File: src/include/mai_pkg.sv
// Package for the memory auto-initialization controller: register map, fields, resets
package mai_pkg;

  // ----------------------------------------------------------------
  // Register offsets (byte addresses on APB)
  // ----------------------------------------------------------------
  localparam logic [7:0] MAI_GLOBAL_CTRL_OFS = 8'h00; // memory_init_global_ctrl
  localparam logic [7:0] MAI_SELECT_OFS      = 8'h04; // memory_init_select
  localparam logic [7:0] MAI_STATUS_OFS      = 8'h08; // busy / done / active select

  // ----------------------------------------------------------------
  // Field layout and reset values
  // ----------------------------------------------------------------
  localparam logic [3:0]  MAI_KEY_ENABLE      = 4'ha;     // Global ctrl key that starts a run
  localparam logic [3:0]  MAI_KEY_RESET       = 4'h5;     // Global ctrl value after reset
  localparam int          MAI_STAT_DONE_BIT   = 8;        // Status: sequence complete (sticky)
  localparam int          MAI_STAT_BUSY_BIT   = 9;        // Status: sequence running
  localparam logic [31:0] MAI_SELECT_RESET    = 32'h0000_0000;
  localparam int          MAI_NUM_MEM         = 15;       // Select bits 0..14
  localparam int          MAI_RESERVED_BIT    = 9;        // No memory behind this bit
  localparam logic [14:0] MAI_VALID_MASK      = 15'h7dff; // Every bit except the reserved one

  // Memory index per select bit
  localparam int MAI_SYS_RAM      = 0;
  localparam int MAI_DMA_RAM      = 1;
  localparam int MAI_VECTOR_RAM   = 2;
  localparam int MAI_TIMER_RAM    = 3;
  localparam int MAI_TIMER_TU_RAM = 4;
  localparam int MAI_CAN_ONE      = 5;
  localparam int MAI_CAN_TWO      = 6;
  localparam int MAI_SPI_ONE      = 7;
  localparam int MAI_ADC_ONE      = 8;
  localparam int MAI_CAN_THREE    = 10;
  localparam int MAI_SPI_THREE    = 11;
  localparam int MAI_SPI_FIVE     = 12;
  localparam int MAI_NET_TU_RAM   = 13;
  localparam int MAI_ADC_TWO      = 14;

  // Error-detection scheme codes per memory
  localparam logic [1:0] MAI_SCHEME_NONE   = 2'h0;
  localparam logic [1:0] MAI_SCHEME_EVEN   = 2'h1;
  localparam logic [1:0] MAI_SCHEME_ODD    = 2'h2;
  localparam logic [1:0] MAI_SCHEME_ECC    = 2'h3;

  // Controller states, one-hot
  typedef enum logic [2:0] {
    MAI_IDLE  = 3'b001,
    MAI_WRITE = 3'b010,
    MAI_NEXT  = 3'b100
  } mai_state_e;

endpackage

File: src/rtl/mai_ctrl.sv
// Memory auto-initialization controller with APB register slave and memory write port
`timescale 1ns/100ps
`default_nettype none

// Functional notes
// - Write each selected array to a state matching its parity or ECC scheme.
// - Start the sequence only when software writes the enable key to global control.
// - Initialize only memories whose select bit is set; leave others untouched.
// - Bit 0 system RAM, bit 1 DMA packet RAM, bit 2 vector table RAM.
// - Bit 3 timer program RAM, bit 4 timer transfer RAM, bit 13 network transfer RAM.
// - Bits 5, 6, 10 are the first, second, third CAN message RAMs.
// - Bits 7, 11, 12 are the first, third, fifth buffered SPI RAMs.
// - Bit 8 first ADC buffer RAM, bit 14 second ADC buffer RAM.
// - Bit 9 is reserved and starts no initialization.
// - With ECC enabled, the memory's ECC storage is written in the same pass.
// - With parity enabled, the memory's parity storage is written in the same pass.
module mai_ctrl
  import mai_pkg::*;
#(
  parameter int AW = 16 // Word address width of the memory write port
) (
  input  wire logic                          clk,          // 10 MHz system clock
  input  wire logic                          rst,          // Synchronous reset, active high
  input  wire logic                          psel,         // APB select
  input  wire logic                          penable,      // APB access phase
  input  wire logic                          pwrite,       // APB direction
  input  wire logic [7:0]                    paddr,        // APB byte address
  input  wire logic [31:0]                   pwdata,       // APB write data
  output logic                               pready,       // APB ready
  output logic [31:0]                        prdata,       // APB read data
  output logic                               pslverr,      // APB error on unmapped address
  input  wire logic [MAI_NUM_MEM-1:0][AW-1:0] mem_last,    // Last word address per memory
  input  wire logic [MAI_NUM_MEM-1:0]        ecc_en,       // ECC enabled per memory
  input  wire logic [MAI_NUM_MEM-1:0]        par_en,       // Parity enabled per memory
  input  wire logic [MAI_NUM_MEM-1:0]        par_odd,      // Parity is odd per memory
  output logic [MAI_NUM_MEM-1:0]             mem_we,       // Write strobe per memory
  output logic [AW-1:0]                      mem_addr,     // Word address being written
  output logic                               mem_chk_we,   // ECC or parity array written too
  output logic [1:0]                         mem_scheme,   // Check scheme of this write
  output logic                               init_busy,    // Sequence running
  output logic                               init_done     // Sequence complete, sticky
);
  import mai_pkg::*;

  // ----------------------------------------------------------------
  // Operating notes
  // ----------------------------------------------------------------
  // One memory at a time, lowest select bit first, one word per clock.
  // Each memory takes its last address plus two clocks, one extra to pick it.
  // Data words are all zero; the check scheme travels on mem_scheme.
  // Zero data keeps even parity and ECC check bits trivially consistent.
  // Odd parity still needs the check array written, hence mem_chk_we.
  // Select is frozen while running, so software cannot shrink a live pass.
  // A second enable key during a run is dropped rather than queued.
  // Done stays set until the next run starts; reset clears it too.
  // Memories stay unusable while busy; software should poll status first.
  // System RAM must finish before its ECC checking is switched on.
  // Bit 9 is stored and read back but never starts a write.
  // Memory sizes come in on mem_last so one block serves any array size.
  // Reads cost one wait state; writes complete in their first access cycle.
  // Unmapped offsets answer with pslverr and read as zero.

  // ----------------------------------------------------------------
  // Registers and state
  // ----------------------------------------------------------------
  logic [3:0]             global_key;
  logic [31:0]            select;
  logic [MAI_NUM_MEM-1:0] pending;
  logic [3:0]             cur;
  logic [AW-1:0]          addr;
  logic                   done;
  mai_state_e             state;

  logic wr_acc;
  logic rd_acc;
  logic mapped;
  logic start;
  logic rd_wait;
  logic last_word;
  mai_state_e next_state;

  // Lowest pending memory index; the priority order is fixed low to high
  function automatic logic [3:0] first_set(input logic [MAI_NUM_MEM-1:0] v);
    logic [3:0] r;
    r = 4'h0;
    for (int i = MAI_NUM_MEM - 1; i >= 0; i--) begin
      if (v[i]) begin
        r = 4'(i);
      end
    end
    return r;
  endfunction

  // Scheme code of a memory from its enables
  function automatic logic [1:0] scheme_of(input logic e, input logic p, input logic o);
    logic [1:0] s;
    s = MAI_SCHEME_NONE;
    if (e) begin
      s = MAI_SCHEME_ECC;
    end else if (p) begin
      s = o ? MAI_SCHEME_ODD : MAI_SCHEME_EVEN;
    end
    return s;
  endfunction

  // Status word: busy, sticky done and the memory index being worked on
  function automatic logic [31:0] status_word(input logic b, input logic d, input logic [3:0] c);
    logic [31:0] w;
    w = 32'h0000_0000;
    w[MAI_STAT_BUSY_BIT] = b;
    w[MAI_STAT_DONE_BIT] = d;
    w[3:0] = c;
    return w;
  endfunction

  // ----------------------------------------------------------------
  // Memory strobe decode
  // ----------------------------------------------------------------
  // One-hot write strobe for a memory index; the reserved index maps to nothing
  function automatic logic [MAI_NUM_MEM-1:0] strobe_of(input logic [3:0] idx);
    logic [MAI_NUM_MEM-1:0] s;
    s = '0;
    case (idx)
      4'(MAI_SYS_RAM): begin
        s[MAI_SYS_RAM] = 1'b1;
      end
      4'(MAI_DMA_RAM): begin
        s[MAI_DMA_RAM] = 1'b1;
      end
      4'(MAI_VECTOR_RAM): begin
        s[MAI_VECTOR_RAM] = 1'b1;
      end
      4'(MAI_TIMER_RAM): begin
        s[MAI_TIMER_RAM] = 1'b1;
      end
      4'(MAI_TIMER_TU_RAM): begin
        s[MAI_TIMER_TU_RAM] = 1'b1;
      end
      4'(MAI_NET_TU_RAM): begin
        s[MAI_NET_TU_RAM] = 1'b1;
      end
      4'(MAI_CAN_ONE): begin
        s[MAI_CAN_ONE] = 1'b1;
      end
      4'(MAI_CAN_TWO): begin
        s[MAI_CAN_TWO] = 1'b1;
      end
      4'(MAI_CAN_THREE): begin
        s[MAI_CAN_THREE] = 1'b1;
      end
      4'(MAI_SPI_ONE): begin
        s[MAI_SPI_ONE] = 1'b1;
      end
      4'(MAI_SPI_THREE): begin
        s[MAI_SPI_THREE] = 1'b1;
      end
      4'(MAI_SPI_FIVE): begin
        s[MAI_SPI_FIVE] = 1'b1;
      end
      4'(MAI_ADC_ONE): begin
        s[MAI_ADC_ONE] = 1'b1;
      end
      4'(MAI_ADC_TWO): begin
        s[MAI_ADC_TWO] = 1'b1;
      end
      default: begin
        s = '0;
      end
    endcase
    return s;
  endfunction

  // ----------------------------------------------------------------
  // APB decode: writes finish at once, reads after one wait state
  // ----------------------------------------------------------------
  assign mapped = (paddr == MAI_GLOBAL_CTRL_OFS) || (paddr == MAI_SELECT_OFS) ||
                  (paddr == MAI_STATUS_OFS);
  assign wr_acc = psel && penable && pwrite && mapped;
  // Reads take one wait state so prdata is a flop yet valid when pready is sampled
  assign rd_acc = psel && penable && !pwrite && !rd_wait;
  assign pready = !(psel && penable && !pwrite) || rd_wait;
  assign pslverr = psel && penable && !mapped;

  // A run starts on the key write only while idle; a second key mid-run is ignored
  assign start = wr_acc && (paddr == MAI_GLOBAL_CTRL_OFS) &&
                 (pwdata[3:0] == MAI_KEY_ENABLE) && (state == MAI_IDLE);

  // Global control key register
  always_ff @(posedge clk) begin
    if (rst) begin
      global_key <= MAI_KEY_RESET;
    end else if (wr_acc && paddr == MAI_GLOBAL_CTRL_OFS) begin
      global_key <= pwdata[3:0];
    end
  end

  // Select register; locked while running so the pass sees a stable set
  always_ff @(posedge clk) begin
    if (rst) begin
      select <= MAI_SELECT_RESET;
    end else if (wr_acc && paddr == MAI_SELECT_OFS && state == MAI_IDLE) begin
      select <= {17'h0, pwdata[MAI_NUM_MEM-1:0]};
    end
  end

  // Read wait state: high in the second access cycle of a read only
  always_ff @(posedge clk) begin
    if (rst) begin
      rd_wait <= 1'b0;
    end else begin
      rd_wait <= rd_acc;
    end
  end

  // Read data is registered
  always_ff @(posedge clk) begin
    if (rst) begin
      prdata <= 32'h0000_0000;
    end else if (rd_acc) begin
      case (paddr)
        MAI_GLOBAL_CTRL_OFS: prdata <= {28'h0, global_key};
        MAI_SELECT_OFS:      prdata <= select;
        MAI_STATUS_OFS:      prdata <= status_word(state != MAI_IDLE, done, cur);
        default:             prdata <= 32'h0000_0000;
      endcase
    end
  end

  // ----------------------------------------------------------------
  // Sequencer: walks pending memories one after another, word by word
  // ----------------------------------------------------------------
  assign last_word = (addr == mem_last[cur]);

  // Next state: idle, then pick a memory, then write its words
  always_comb begin
    next_state = state;
    case (state)
      MAI_IDLE: begin
        if (start) begin
          next_state = MAI_NEXT;
        end
      end
      MAI_NEXT: begin
        if (pending == '0) begin
          next_state = MAI_IDLE;
        end else begin
          next_state = MAI_WRITE;
        end
      end
      MAI_WRITE: begin
        if (last_word) begin
          next_state = MAI_NEXT;
        end
      end
      default: begin
        next_state = MAI_IDLE;
      end
    endcase
  end

  // State register
  always_ff @(posedge clk) begin
    if (rst) begin
      state <= MAI_IDLE;
    end else begin
      state <= next_state;
    end
  end

  // Pending set: loaded on start, a bit dropped as its memory completes
  always_ff @(posedge clk) begin
    if (rst) begin
      pending <= '0;
    end else if (state == MAI_IDLE && start) begin
      // Reserved bit masked out so it never triggers a write
      pending <= select[MAI_NUM_MEM-1:0] & MAI_VALID_MASK;
    end else if (state == MAI_WRITE && last_word) begin
      pending[cur] <= 1'b0;
    end
  end

  // Memory being written: lowest pending index first
  always_ff @(posedge clk) begin
    if (rst) begin
      cur <= 4'h0;
    end else if (state == MAI_NEXT && pending != '0) begin
      cur <= first_set(pending);
    end
  end

  // Word address inside the current memory; restarts at zero for each memory
  always_ff @(posedge clk) begin
    if (rst) begin
      addr <= '0;
    end else if (state == MAI_NEXT) begin
      addr <= '0;
    end else if (state == MAI_WRITE && !last_word) begin
      addr <= addr + 1'b1;
    end
  end

  // Done is sticky; cleared by the next start, set wins when the run ends
  always_ff @(posedge clk) begin
    if (rst) begin
      done <= 1'b0;
    end else if (state == MAI_NEXT && pending == '0) begin
      done <= 1'b1;
    end else if (start) begin
      done <= 1'b0;
    end
  end

  // ----------------------------------------------------------------
  // Memory write port, registered; data is all zero, check bits follow scheme
  // ----------------------------------------------------------------
  always_ff @(posedge clk) begin
    if (rst) begin
      mem_we     <= '0;
      mem_addr   <= '0;
      mem_chk_we <= 1'b0;
      mem_scheme <= MAI_SCHEME_NONE;
    end else begin
      mem_we   <= '0;
      mem_addr <= addr;
      if (state == MAI_WRITE) begin
        mem_we <= strobe_of(cur);
        // Check storage written alongside the data when its scheme is enabled
        mem_chk_we <= ecc_en[cur] || par_en[cur];
        mem_scheme <= scheme_of(ecc_en[cur], par_en[cur], par_odd[cur]);
      end else begin
        mem_chk_we <= 1'b0;
        mem_scheme <= MAI_SCHEME_NONE;
      end
    end
  end

  assign init_busy = (state != MAI_IDLE);
  assign init_done = done;

endmodule
`default_nettype wire

File: config.mk
export PLATFORM = sky130hd
export DESIGN_NAME = mai_ctrl
export DESIGN_NICKNAME = d
export VERILOG_FILES = /design/src/include/mai_pkg.sv /design/src/rtl/mai_ctrl.sv
export SDC_FILE = /design/constraint.sdc
export NUM_CORES = 1
export LEC_CHECK = 0
export BUFFER_PORTS_ARGS = -buffer_cell sky130_fd_sc_hd__buf_2
export CAP_MARGIN = 20
export CORE_AREA = 5 5 150 152
export CTS_CLUSTER_DIAMETER = 100
export CTS_CLUSTER_SIZE = 24
export DETAILED_ROUTE_END_ITERATION = 10
export DIE_AREA = 0 0 155 157
export PLACE_DENSITY = 0.71
export SYNTH_ARGS = -nofsm -noshare
export SYNTH_HDL_FRONTEND = slang
export SYNTH_SLANG_ARGS = --single-unit
File: constraint.sdc
create_clock -name clk -period 2.8 [get_ports clk]
set_input_delay 0.14 -clock clk [delete_from_list [all_inputs] [get_ports clk]]
set_output_delay 0.14 -clock clk [all_outputs]
set_load 0.01 [all_outputs]
==> results of run 1 <==
-- power breakdown --
group,switching (W),internal [W]
logic,0.000207,0.000267
registers,0.00000167,0.00152
clock network,0.000594,0.000614
-- cell usage in the layout, fill, tap and decap left out, types with 6 or more instances in the layout --
cell	netlist	layout
sky130_fd_sc_hd__buf_2	16	364
sky130_fd_sc_hd__dfxtp_1	107	104
sky130_fd_sc_hd__buf_4	27	80
sky130_fd_sc_hd__nor2_1	81	76
sky130_fd_sc_hd__mux2i_1	80	75
sky130_fd_sc_hd__nand2_1	53	51
sky130_fd_sc_hd__mux4_2	31	35
sky130_fd_sc_hd__nor2b_1	27	25
sky130_fd_sc_hd__a22oi_1	24	21
sky130_fd_sc_hd__o21ai_0	26	20
sky130_fd_sc_hd__inv_1	18	18
sky130_fd_sc_hd__a21oi_1	26	18
sky130_fd_sc_hd__conb_1	1	18
sky130_fd_sc_hd__buf_6	3	18
sky130_fd_sc_hd__nand3_1	14	14
sky130_fd_sc_hd__nand2b_1	13	13
sky130_fd_sc_hd__nor3_1	13	12
sky130_fd_sc_hd__nand4_1	11	11
sky130_fd_sc_hd__mux2_2	13	10
sky130_fd_sc_hd__a32o_1	10	10
sky130_fd_sc_hd__clkbuf_16	0	10
sky130_fd_sc_hd__buf_12	0	10
sky130_fd_sc_hd__xnor2_1	10	9
sky130_fd_sc_hd__or3_1	11	8
sky130_fd_sc_hd__or4_1	11	8
sky130_fd_sc_hd__o211ai_1	8	8
sky130_fd_sc_hd__a21oi_2	0	8
sky130_fd_sc_hd__xor2_1	7	7
sky130_fd_sc_hd__diode_2	0	6
sky130_fd_sc_hd__nand3b_1	6	6
sky130_fd_sc_hd__nor4_1	7	6
sky130_fd_sc_hd__a211oi_1	10	6
sky130_fd_sc_hd__a31oi_1	6	6
-- critical path, cell delays in order, from the launching register on --
cell	delay, ps
sky130_fd_sc_hd__dfxtp_4	420
sky130_fd_sc_hd__buf_4	130
sky130_fd_sc_hd__mux4_2	500
sky130_fd_sc_hd__nor2b_4	140
sky130_fd_sc_hd__a211oi_2	270
sky130_fd_sc_hd__o21ai_1	150
sky130_fd_sc_hd__a2111oi_4	330
sky130_fd_sc_hd__o2111ai_2	170
sky130_fd_sc_hd__or2_4	290
sky130_fd_sc_hd__or4_1	470
sky130_fd_sc_hd__a32o_1	230
-- registers in the layout, indices dropped and copies added, names as in the netlist --
register and cells:
cur 4, prdata 15, select 15, addr 16, rd_wait 1, init_done 1, global_key 4, state 3
mem_addr 16, mem_scheme 2, mem_chk_we 1, pending 15, mem_we 14
-- path summary, 6_finish.rpt --
kind         startpoint          end  slack (ps)  depth (start not counted)
max              cur[1]  pending[13]        -410                         10
min          pwdata[11]   select[11]          20                          3
max reg2reg      cur[1]  pending[13]        -410                         10
min reg2reg  pending[9]   pending[9]         480                          1
-- cell type report --
class / instances / area, µm²
Fill cell: 1979 / 10360
Multi-Input combinational cell: 587 / 4771
Timing Repair Buffer: 476 / 2895
Sequential cell: 107 / 2153
Tap cell: 275 / 344.1
Clock buffer: 10 / 229.0
Inverter: 19 / 71.32
Clock inverter: 5 / 45.04
Antenna cell: 6 / 15.01
-- layer usage --
layer / GRT usage / part of all wire
met2: 0.4280 / 0.51
met1: 0.2961 / 0.40
met4: 0.07107 / 0.022
met3: 0.04894 / 0.065
met5: 0 / 0.00042
-- timing repair --
| action | 4_1_cts | 5_1_grt |
|---|---|---|
| resized for setup | 60 | 42 |
| buffers inserted | 17 | 4 |
| pin swaps | 29 | 16 |
| cloned | 1 | 1 |
| endpoints found under the setup margin | 33 | 33 |
-- kinds of logic after synthesis --
logic type                 Yosys count
AOI/OAI and AO/OA                  158
xor gates and xnor gates            17
adders and majority gates            1
buffers and inverters              100
DFF                                107
muxes                              131
other                                1
and+or+nand+nor                    262
-- metrics by stage --
stage,instance area (µm²),util
global route,10520,0.5038
floorplan,7179,-
global placement,9671,0.4630
CTS,10320,0.4940
detailed placement,9671,0.4630
finish,10520,0.5038
==> results, run 1 <==
- The multiplexer fraction of the synthesized cell area is 0.2577.
- The total area inside the core boundary comes to 0.02089 mm².
- The final antenna-violating net count is 0.
- Across the run, the number of max-cap violations was 0.
- Clock-pin slew was measured on the worst setup and hold paths at 80 ps.
- The mean routed wirelength per cell is 21.05 µm.
- The number of H-tree levels is 3.
- The placer's final routability congestion estimate is 0.9400.
- Counting flops and latches in the post-synthesis netlist gives 107.
- Counting I/O delays and the setup requirement, the final critical path takes 3212 ps.
- A synthesized cell averages 9.137 µm².
- After synthesis, the most frequently instantiated cells are sky130_fd_sc_hd__dfxtp_1, sky130_fd_sc_hd__nor2_1, sky130_fd_sc_hd__mux2i_1.
- The count of input and output buffers is 364.
- The initial utilization of the core area, before any placement, comes to 0.3399.
- The simple-gate portion of the synthesized area is 0.1829.
- The run finished, with violations left.
- During synthesis, Yosys emitted a total of 0 warnings.
- The via count of the first global-routing pass is 7971.
- Summing every instance area after synthesis gives 0.007099 mm².
- The most used flip-flop cell after synthesis is sky130_fd_sc_hd__dfxtp_1.
- The relative slew slack is 0.4243.
- The largest family of logic cells by synthesized area is multiplexers.
- The synthesized-area fraction occupied by ao, oa, aoi and oai cells is 0.1597.
- The number of primary I/O pins is 400.
- The final sum of negative setup slack is -8328 ps.
- In the synthesized netlist the async set-or-reset flop fraction comes to 0.
- The power per unit of standard cell area is 304.5 mW/mm².
- The number of placed instances, taps included, is 1444.
- Of all cell types, the one taking the most synthesized area is sky130_fd_sc_hd__dfxtp_1.
- The most used standard cell by instance count after synthesis is sky130_fd_sc_hd__dfxtp_1.
- The number of max-slew violations in the final report is 0.
- The detailed-route vias per instance is 5.288.
- Timing would allow up to 311.3 MHz.
- The CTS tree is built.
- The later pin in the worst-skew pair is clocked with a latency of 350 ps.
- The initial antenna violation count is 9.
- Once routing completed, OpenROAD measured the worst setup slack at -412.3 ps.
- Compared with the post-synthesis result, the final layout area differs by 48.24%.
- The die is 155 µm wide.
- At the pin with the least slew margin, the transition time is 863.6 ps.
- The element type at the critical path end is a register.
- In this run the worst hold path is classified as input pin to register.
- For this block, the routed nets add up to 31260 µm of wire.
- STA classifies the critical path startpoint as a register.
- The clock passes through at most 2 buffers.
- At the worst endpoint, the arrival time is 3460 ps.
- After the last flow step, the layout net total stands at 1531.
- The quantity of hold-fixing buffers added after cts is 0.
- The largest clock skew in the final design is 12.08 ps.
- The final reports fail on negative setup slack.
- The full die area is 0.02434 mm².
- The routed layout has 7853 vias.
- In this run the vertical extent of the chip is 157 µm.
- Detailed placement ended at an HPWL of 25670 µm.
- The portion of the post-synthesis area used by sequential elements is 0.3017.
- Of the post-synthesis cell area, the dominant cell type holds 0.3017.
- The total leakage power is 4.647 nW.
- The global-route usage over all layers is 0.2412.
- In the final layout, the share of cells above drive strength 1 is 0.4975.
- The number of failing hold endpoints at the final stage is 0.
- Of the total synthesized cell area, the portion taken by full adders, half adders and majority gates is 0.001762.
- The xor and xnor area share after synthesis is 0.02097.
- The final cycle utilization of the critical path is 1.147.
- The remaining global-route overflow is 0.
- The clock sink total is 107.
- Setup repair after global routing could not meet its margin everywhere.
- The number of iterations in the first detailed-routing pass is 5.
- The non-filler instance count after layout is 1485.
- The floorplan row count is 53.
- The number of synthesized flops with an enable pin is 0.
- The critical path required time is 3050 ps.
- The design draws 0.003204 W.
- The largest voltage drop on the vdd net is 0.2503 mV.
- The netlist uses 64 different library cells.
- The largest net degree at the start of global routing is 44.
- OpenSTA, run right after detailed placement, puts the worst setup slack at -572.2 ps.
- Counting every instance in the synthesized netlist gives 777.
- By startpoint and endpoint, the worst setup path is classified as register to register.
- The clock tree root driver cell is sky130_fd_sc_hd__clkbuf_16.
- The DRC violation count after routing is 0.
- In this run, CTS created clock tree buffers numbering 9.
- Final hold analysis gives a worst-case slack of 23.06 ps.
- Sorting the synthesized cells by area gives the leading types as sky130_fd_sc_hd__dfxtp_1, sky130_fd_sc_hd__mux2i_1, sky130_fd_sc_hd__mux4_2.
- The peak fanout along the critical path is 6.
- The first routing iteration left 598 violations.
- The first global-routing pass estimated 45700 µm of wire.
- Setup violations remaining at the end of the flow were counted as 33.
No activity file was read; power rests on OpenSTA's default activity.
==> inputs of run 2 (changes only) <==
- CAP_MARGIN: 20 -> 10
- clock period: 2.8 -> 2.6 ns (I/O delays scaled with it)
==> run 2 against run 1 <==
Compared with the run above:
- the flow still finishes with violations (negative setup slack)
- clock power grew 12%
- sequential share of layout area is 0.095 points higher
- largest power group unchanged
- utilization fell by 0.23 points
- total power grew 9.3%
- highest routed layer unchanged
- register-to-register slack got worse by 250 ps
- sequential power grew 8%
- sequential cell count stayed put
- clock-buffer cell count up 1
- die area stayed put
- hold slack got worse by 13 ps
- worst setup slack got worse by 250 ps
==> results, run 2 (synthesis gave the netlist of run 1 again) <==
- The flow ran to the end, but the final reports show violations.
- The final reports fail on negative setup slack.
- Walking the worst path, the cells encountered are buf_4 -> mux4_2 -> mux2i_2 -> nor2_1 -> or4_1 -> a22oi_1 -> o2111ai_2 -> or2_4 -> or4_1 -> a32o_1.
- The worst hold path terminates at select[9].
- The largest registers in the layout are addr x16, mem_addr x16.
- The number of setup violations in the final report is 33 (unchanged).
- In the layout the commonest cells are sky130_fd_sc_hd__buf_2, sky130_fd_sc_hd__dfxtp_1, sky130_fd_sc_hd__buf_4.
- The total leakage power is 4.644 nW (about the same).
- Leaving out fill and tap cells, the most frequent cell in the layout is sky130_fd_sc_hd__buf_2.
- The die extent in x came to 155 µm (unchanged).
- TritonCTS built the clock tree.
- The number of cells traversed by the worst hold path is 3 (unchanged).
- By startpoint and endpoint, the worst setup path is classified as register to register.
- The final antenna-violating net count is 0 (unchanged).
- The number of primary I/O pins is 400 (unchanged).
- The class of the tightest hold or removal check is input pin to register.
- STA classifies the critical path endpoint as a register.
- The number of failing hold endpoints at the final stage is 0 (unchanged).
- The DRC violation count after routing came to 0 (unchanged).
- The placer's final routability congestion estimate is 0.9500 (+1.1%).
- The largest clock skew in the final design is 11.76 ps (-0.3160 ps).
- The wire length of the first global-routing pass is 43920 µm (-3.9%).
- The worst-case setup margin in the final layout is -660.8 ps (-248.5 ps).
- The number of fill cells is 1956 (-1.2%).
- The number of iterations in the first detailed-routing pass is 5 (unchanged).
- The full die area is 0.02434 mm² (unchanged).
- The depth of the worst register-to-register path is 10 (unchanged).
- The cell family with the largest share of critical-path delay is simple AND/OR/NAND/NOR gates.
- The placeable core region is 0.02089 mm² (unchanged).
- The clock sink total is 107 (unchanged).
- The final wirelength was 30350 µm (-2.9%).
- The height of the die is 157 µm (unchanged).
- Compared with the post-synthesis result, the final layout area differs by 47.55%.
- The data arrival at the endpoint of the critical path was 3500 ps (+40 ps).
- The clock-pin slew on the worst setup and hold paths came to 80 ps (about the same).
- The minimum clock period after layout was 3261 ps (+48.45 ps).
- The peak fanout along the critical path is 7 (+1).
- Clock tree synthesis selected as its root buffer the cell sky130_fd_sc_hd__clkbuf_16.
- The initial DRC count came to 585 (-2.2%).
- The startpoint identified for the worst register-to-register timing path is cur[1].
- The relative slew slack is 0.4027 (-0.02157).
- The number of vias in the routed layout is 7871 (+0.23%).
- The number of buffers on the longest clock path came to 2 (unchanged).
- The number of buffers created by CTS is 9 (unchanged).
- The area taken by multi-input logic gates is 0.004696 mm² (-1.6%).
- The net total in the final layout came to 1531 (unchanged).
- The sum of net half-perimeters after detailed placement is 25050 µm (-2.4%).
- The worst setup path is launched from a register.
- The largest voltage drop on the vdd net is 0.2829 mV (+13%).
- The worst hold path begins at pwdata[9].
- The count of input and output buffers was 364 (unchanged).
- The via count of the first global-routing pass was 7816 (-1.9%).
- The sequential cell area in the final layout came to 0.002153 mm² (unchanged).
- The mean routed wirelength per cell came to 20.38 µm (-3.2%).
- The global-route usage over all layers came to 0.2323 (-0.008899).
- The number of max-cap violations came to 0 (unchanged).
- The ratio of cells with drive above 1 in the final layout came to 0.4896 (-0.007882).
- The capturing point of the worst reg2reg path is pending[13].
- The timing-limited maximum frequency is 306.7 MHz (-1.5%).
- The clock latency of the later-clocked register in the worst-skew pair was 350 ps (about the same).
- The standard cell with the maximum stage delay on the critical path is sky130_fd_sc_hd__mux4_2.
- The utilization of the core after routing is 0.5015 (-0.002336).
- The number of max-slew violations in the final report is 0 (unchanged).
- The quantity of hold-fixing buffers added after cts was 0 (unchanged).
- The remaining global-route overflow is 0 (unchanged).
- The power per unit of standard cell area was 334.2 mW/mm² (+9.8%).
- The minimum hold slack was 9.732 ps (-13.33 ps).
- The number of H-tree levels came to 3 (unchanged).
- The largest net degree at the start of global routing came to 25 (-43%).
- The critical path required time was 2840 ps (-210 ps).
- The cell occurring most often along the worst timing path is sky130_fd_sc_hd__or4_1.
- The floorplan row count came to 53 (unchanged).
- The detailed-route vias per instance is 5.286 (about the same).
- The critical path buffer and inverter count was 1 (unchanged).
- The slew at the pin closest to its max-slew limit is 895.9 ps (+32.35 ps).
- The final cycle utilization of the critical path came to 1.254 (+0.1069).
- Setup repair after global routing could not meet its margin everywhere.
- The setup slack of the worst register-to-register path is -660 ps (-250 ps).
- The initial antenna violation count was 9 (unchanged).
- The largest stage delay on the critical path is 510 ps (about the same).
- The initial core utilization is 0.3399 (unchanged).
## run 2: worst register-to-register path: cells and delay by family, from the launching register on
family	cells	cell delay (ps)
buffers and inverters	1	160
AND/OR/NAND/NOR	4	1250
multiplexers	2	710
AO/OA/AOI/OAI	3	600
flip-flops	1	430
## run 2: area by class of cell
cell class                 count  share of cell area
multi-input combinational    587              0.4483
timing repair buffer         476              0.2759
sequential                   107              0.2056
tap                          275             0.03285
clock buffer                  11             0.02413
inverter                      19            0.006808
clock inverter                 5            0.004300
antenna                        9            0.002150
## run 2: timing repair
item	in CTS	in global routing
resized for setup	34	34
cloned	2	0
endpoints found under the hold margin	0	0
buffers inserted	8	4
setup endpoints to repair	33	33
pin swaps	26	7
## run 2: report_power, final
| part | leakage (nW) | internal [W] | switching, W | total (W) |
|---|---|---|---|---|
| Clock | 0.144 | 0.000717 | 0.000640 | 0.00136 |
| Sequential | 0.864 | 0.00164 | 0.00000189 | 0.00164 |
| Combinational | 3.64 | 0.000287 | 0.000218 | 0.000506 |
| Total | 4.64 | 0.00264 | 0.000860 | 0.00350 |
## run 2: metrics by stage
step / setup slack (ps) / total power [W] / cell area [µm²] / TNS, ps / cells
floorplan: -390.0 / 0.001885 / 7188 / -6209 / 794
global placement: -735.7 / 0.002158 / 9722 / -17570 / 1450
detailed placement: -764.8 / 0.002163 / 9722 / -17890 / 1450
CTS: -640.8 / 0.003520 / 10280 / -14930 / 1476
global route: -760.5 / 0.003628 / 10470 / -18140 / 1486
finish: -660.8 / 0.003501 / 10480 / -14350 / 1489
## run 2: worst max-delay path by stage
stage | slack [ps] | from | end | cells past startpoint
after floorplan | -390 | cur[1] | pending[13] | 11
after global placement | -740 | cur[1] | pending[13] | 10
after detailed placement | -760 | cur[2] | pending[13] | 10
after CTS | -640 | cur[1] | pending[13] | 10
after global routing | -760 | cur[2] | pending[13] | 11
final | -660 | cur[1] | pending[13] | 10
## run 2: layer usage
| layer | wire [µm] | track usage |
|---|---|---|
| met5 | 13 | 0 |
| met4 | 898 | 0.08074 |
| met3 | 2066 | 0.04289 |
| met2 | 15310 | 0.4069 |
| met1 | 12060 | 0.2871 |
==> inputs of run 3 (changes only) <==
- SETUP_SLACK_MARGIN: default -> 0.2
==> run 3 against run 2 <==
Compared with the run above:
- the flow still finishes with violations (negative setup slack)
- via count is 1.2% higher
- total power up 3.3%
- utilization grew 1.9 points
- final area up 3.8%
- sequential power barely moved
- clock-buffer cell count decreased by 2
- first-iteration DRC count rose by 16%
- die area unchanged
- maximum frequency fell by 0.39%
- clock power up 6%
- critical endpoint is now pending[10]
==> results, run 3 (synthesis gave the netlist of run 1 again) <==
- The final instance area was 0.01087 mm² (+3.8%).
- The ratio of cells with drive above 1 in the final layout is 0.5098 (+0.02019).
- The mean routed wirelength per cell was 21.45 µm (+5.2%).
- The remaining global-route overflow was 0 (unchanged).
- The placeable core region is 0.02089 mm² (unchanged).
- The largest voltage drop on the vdd net is 0.2860 mV (+1.1%).
- The number of failing hold endpoints at the final stage came to 0 (unchanged).
- The element type at the critical path end is a register.
- The sequential share of power is 0.453 (-0.015).
- The total power after layout is 0.003615 W (+3.3%).
- The clock sink total was 107 (unchanged).
- The height of the die is 157 µm (unchanged).
- The number of buffers on the longest clock path is 2 (unchanged).
- The final antenna-violating net count was 0 (unchanged).
- The proportion of power drawn by the clock network was 0.399 (+0.011).
- STA classifies the critical path startpoint as a register.
- The via count of the first global-routing pass was 8003 (+2.4%).
- In this run the clock root is driven by a sky130_fd_sc_hd__clkbuf_16.
- The full die area is 0.02434 mm² (unchanged).
- The power per unit of standard cell area came to 332.5 mW/mm² (-0.52%).
- Setup repair after global routing could not meet its margin everywhere.
- The final reports fail on negative setup slack.
- The net total in the final layout is 1548 (+1.1%).
- The met2 layer wire length in the routed design is 16470 µm (+7.6%).
- The clock-pin slew on the worst setup and hold paths is 80 ps (about the same).
- The sum of net half-perimeters after detailed placement is 25830 µm (+3.1%).
- The internal portion of total power is 0.002699 W (+2.2%).
- The largest registers in the layout are addr x16, mem_addr x16.
- The final cycle utilization of the critical path was 1.259 (+0.004970).
- The number of vias in the routed layout came to 7969 (+1.2%).
- The number of buffers created by CTS is 9 (unchanged).
- The highest metal layer with signal wires is met5.
- The number of max-cap violations was 0 (unchanged).
- The minimum hold slack was 8.973 ps (-0.7585 ps).
- The area growth from synthesis to final layout is 53.15%.
- The path class of the tightest hold or removal check is input pin to register.
- Leaving out fill and tap cells, the most frequent cell in the layout is sky130_fd_sc_hd__buf_2.
- The DRC violation count after routing is 0 (unchanged).
- The pre-CTS setup slack is -731.6 ps (+33.27 ps).
- The slew at the pin closest to its max-slew limit is 884.2 ps (-11.74 ps).
- The number of primary I/O pins is 400 (unchanged).
- The CTS tree is built.
- The relative slew slack is 0.4084 (+0.005648).
- The number of iterations in the first detailed-routing pass is 5 (unchanged).
- The switching power summed over all nets is 0.0009160 W (+6.5%).
- The logic gate share of total power is 0.148 (+0.004).
- The global-route usage over all layers is 0.2426 (+0.01033).
- The data arrival at the endpoint of the critical path was 3520 ps (+20 ps).
- The die extent in x is 155 µm (unchanged).
- The initial DRC count is 681 (+16%).
- The area of placed instances is 0.009627 mm² (-0.98%).
- The count of input and output buffers was 364 (unchanged).
- The detailed-route wire length on metal 1 is 12830 µm (+6.3%).
- The number of H-tree levels is 3 (unchanged).
- The number of max-slew violations in the final report came to 0 (unchanged).
- The peak fanout along the critical path is 8 (+1).
- The wire length of the first global-routing pass is 45750 µm (+4.2%).
- The fraction of power spent switching nets is 0.2534 (+0.007765).
- The timing-limited maximum frequency is 305.5 MHz (-0.39%).
- The critical path required time is 2850 ps (about the same).
- The largest clock skew in the final design is 8.682 ps (-3.077 ps).
- The utilization of the core after routing came to 0.5205 (+0.01905).
- The floorplan row count is 53 (unchanged).
- The worst-case setup margin in the final layout is -673.7 ps (-12.92 ps).
- The initial antenna violation count is 6 (-3).
- The largest net degree at the start of global routing is 45 (+80%).
- The minimum clock period after layout was 3274 ps (+12.92 ps).
- The clock latency of the later-clocked register in the worst-skew pair is 350 ps (about the same).
- The final wirelength was 32170 µm (+6.0%).
- The number of setup violations in the final report is 33 (unchanged).
- The detailed-route vias per instance is 5.313 (+0.50%).
- The met3 routed wirelength is 2084 µm (+0.87%).
- The worst setup path is of the register to register kind.
- The run finished, with violations left.
- Leaving out fill and tap cells, the most frequent cells in the layout are sky130_fd_sc_hd__buf_2, sky130_fd_sc_hd__dfxtp_1, sky130_fd_sc_hd__buf_4.
- The placer's final routability congestion estimate was 0.9256 (-2.6%).
- The total leakage power came to 4.787 nW (+3.1%).
- The initial core utilization is 0.3399 (unchanged).
[run 3: cell count changes in the layout (fill, tap and decap cells not counted), sizes merged, moves of 2 or more]
cell / previous run / this run
diode: 9 / 3
buf: 475 / 488
clkbuf: 11 / 13
inv: 20 / 22
[run 3: path summary, 6_finish.rpt]
path	startpoint	endpoint	slack (ps)	cells after the start
setup / recovery	cur[1]	pending[10]	-670	11
setup reg to reg	cur[1]	pending[10]	-670	11
hold reg to reg	global_key[0]	global_key[0]	470	1
hold / removal	pwdata[12]	select[12]	9	3
[run 3: metrics by stage]
step                TNS (ps)  std cells
floorplan              -6209        794
global placement      -16090       1444
detailed placement    -17100       1444
CTS                   -14400       1477
global route          -20040       1498
finish                -16850       1500
[run 3: layout make-up]
type,instances,area (µm²)
fillers,1937,10020
multi-input cells,587,4872
repair buffers,493,3115
flip-flops and latches,107,2153
well taps,275,344.1
clock buffers,9,225.2
clock inverters,7,83.83
inverters,19,71.32
diodes,3,7.507
[run 3: timing repair]
item | 4_1_cts | 5_1_grt
setup buffers | 14 | 16
gates cloned | 2 | 4
hold buffers | 1 | 0
endpoints found under the hold margin | 1 | 0
pin swaps | 5 | 45
endpoints found under the setup margin | 36 | 36
gates resized for setup | 48 | 71
[run 3: routing by layer]
| layer | global-route usage | up-vias |
|---|---|---|
| li1 | - | 3755 |
| met1 | 0.3005 | 3785 |
| met2 | 0.4301 | 367 |
| met3 | 0.04812 | 58 |
| met4 | 0.06728 | 4 |
| met5 | 0 | - |
[run 3: power groups by stage]
stage	Sequential, W	Clock [W]	Combinational, W
after floorplan	0.00168	0	0.000206
after global placement	0.00168	0	0.000497
after detailed placement	0.00168	0	0.000501
after CTS	0.00164	0.00146	0.000519
after global routing	0.00164	0.00152	0.000577
final	0.00164	0.00144	0.000535
[run 3: worst max-delay path: stages (launching register included)]
cell                        delay [ps]
sky130_fd_sc_hd__dfxtp_4           400
sky130_fd_sc_hd__buf_6             120
sky130_fd_sc_hd__buf_16            120
sky130_fd_sc_hd__mux4_2            490
sky130_fd_sc_hd__mux2i_1           170
sky130_fd_sc_hd__nor2_1             90
sky130_fd_sc_hd__or4_1             440
sky130_fd_sc_hd__a22oi_2           170
sky130_fd_sc_hd__o2111ai_2         160
sky130_fd_sc_hd__or2_4             280
sky130_fd_sc_hd__or4_4             470
sky130_fd_sc_hd__a32o_1            260
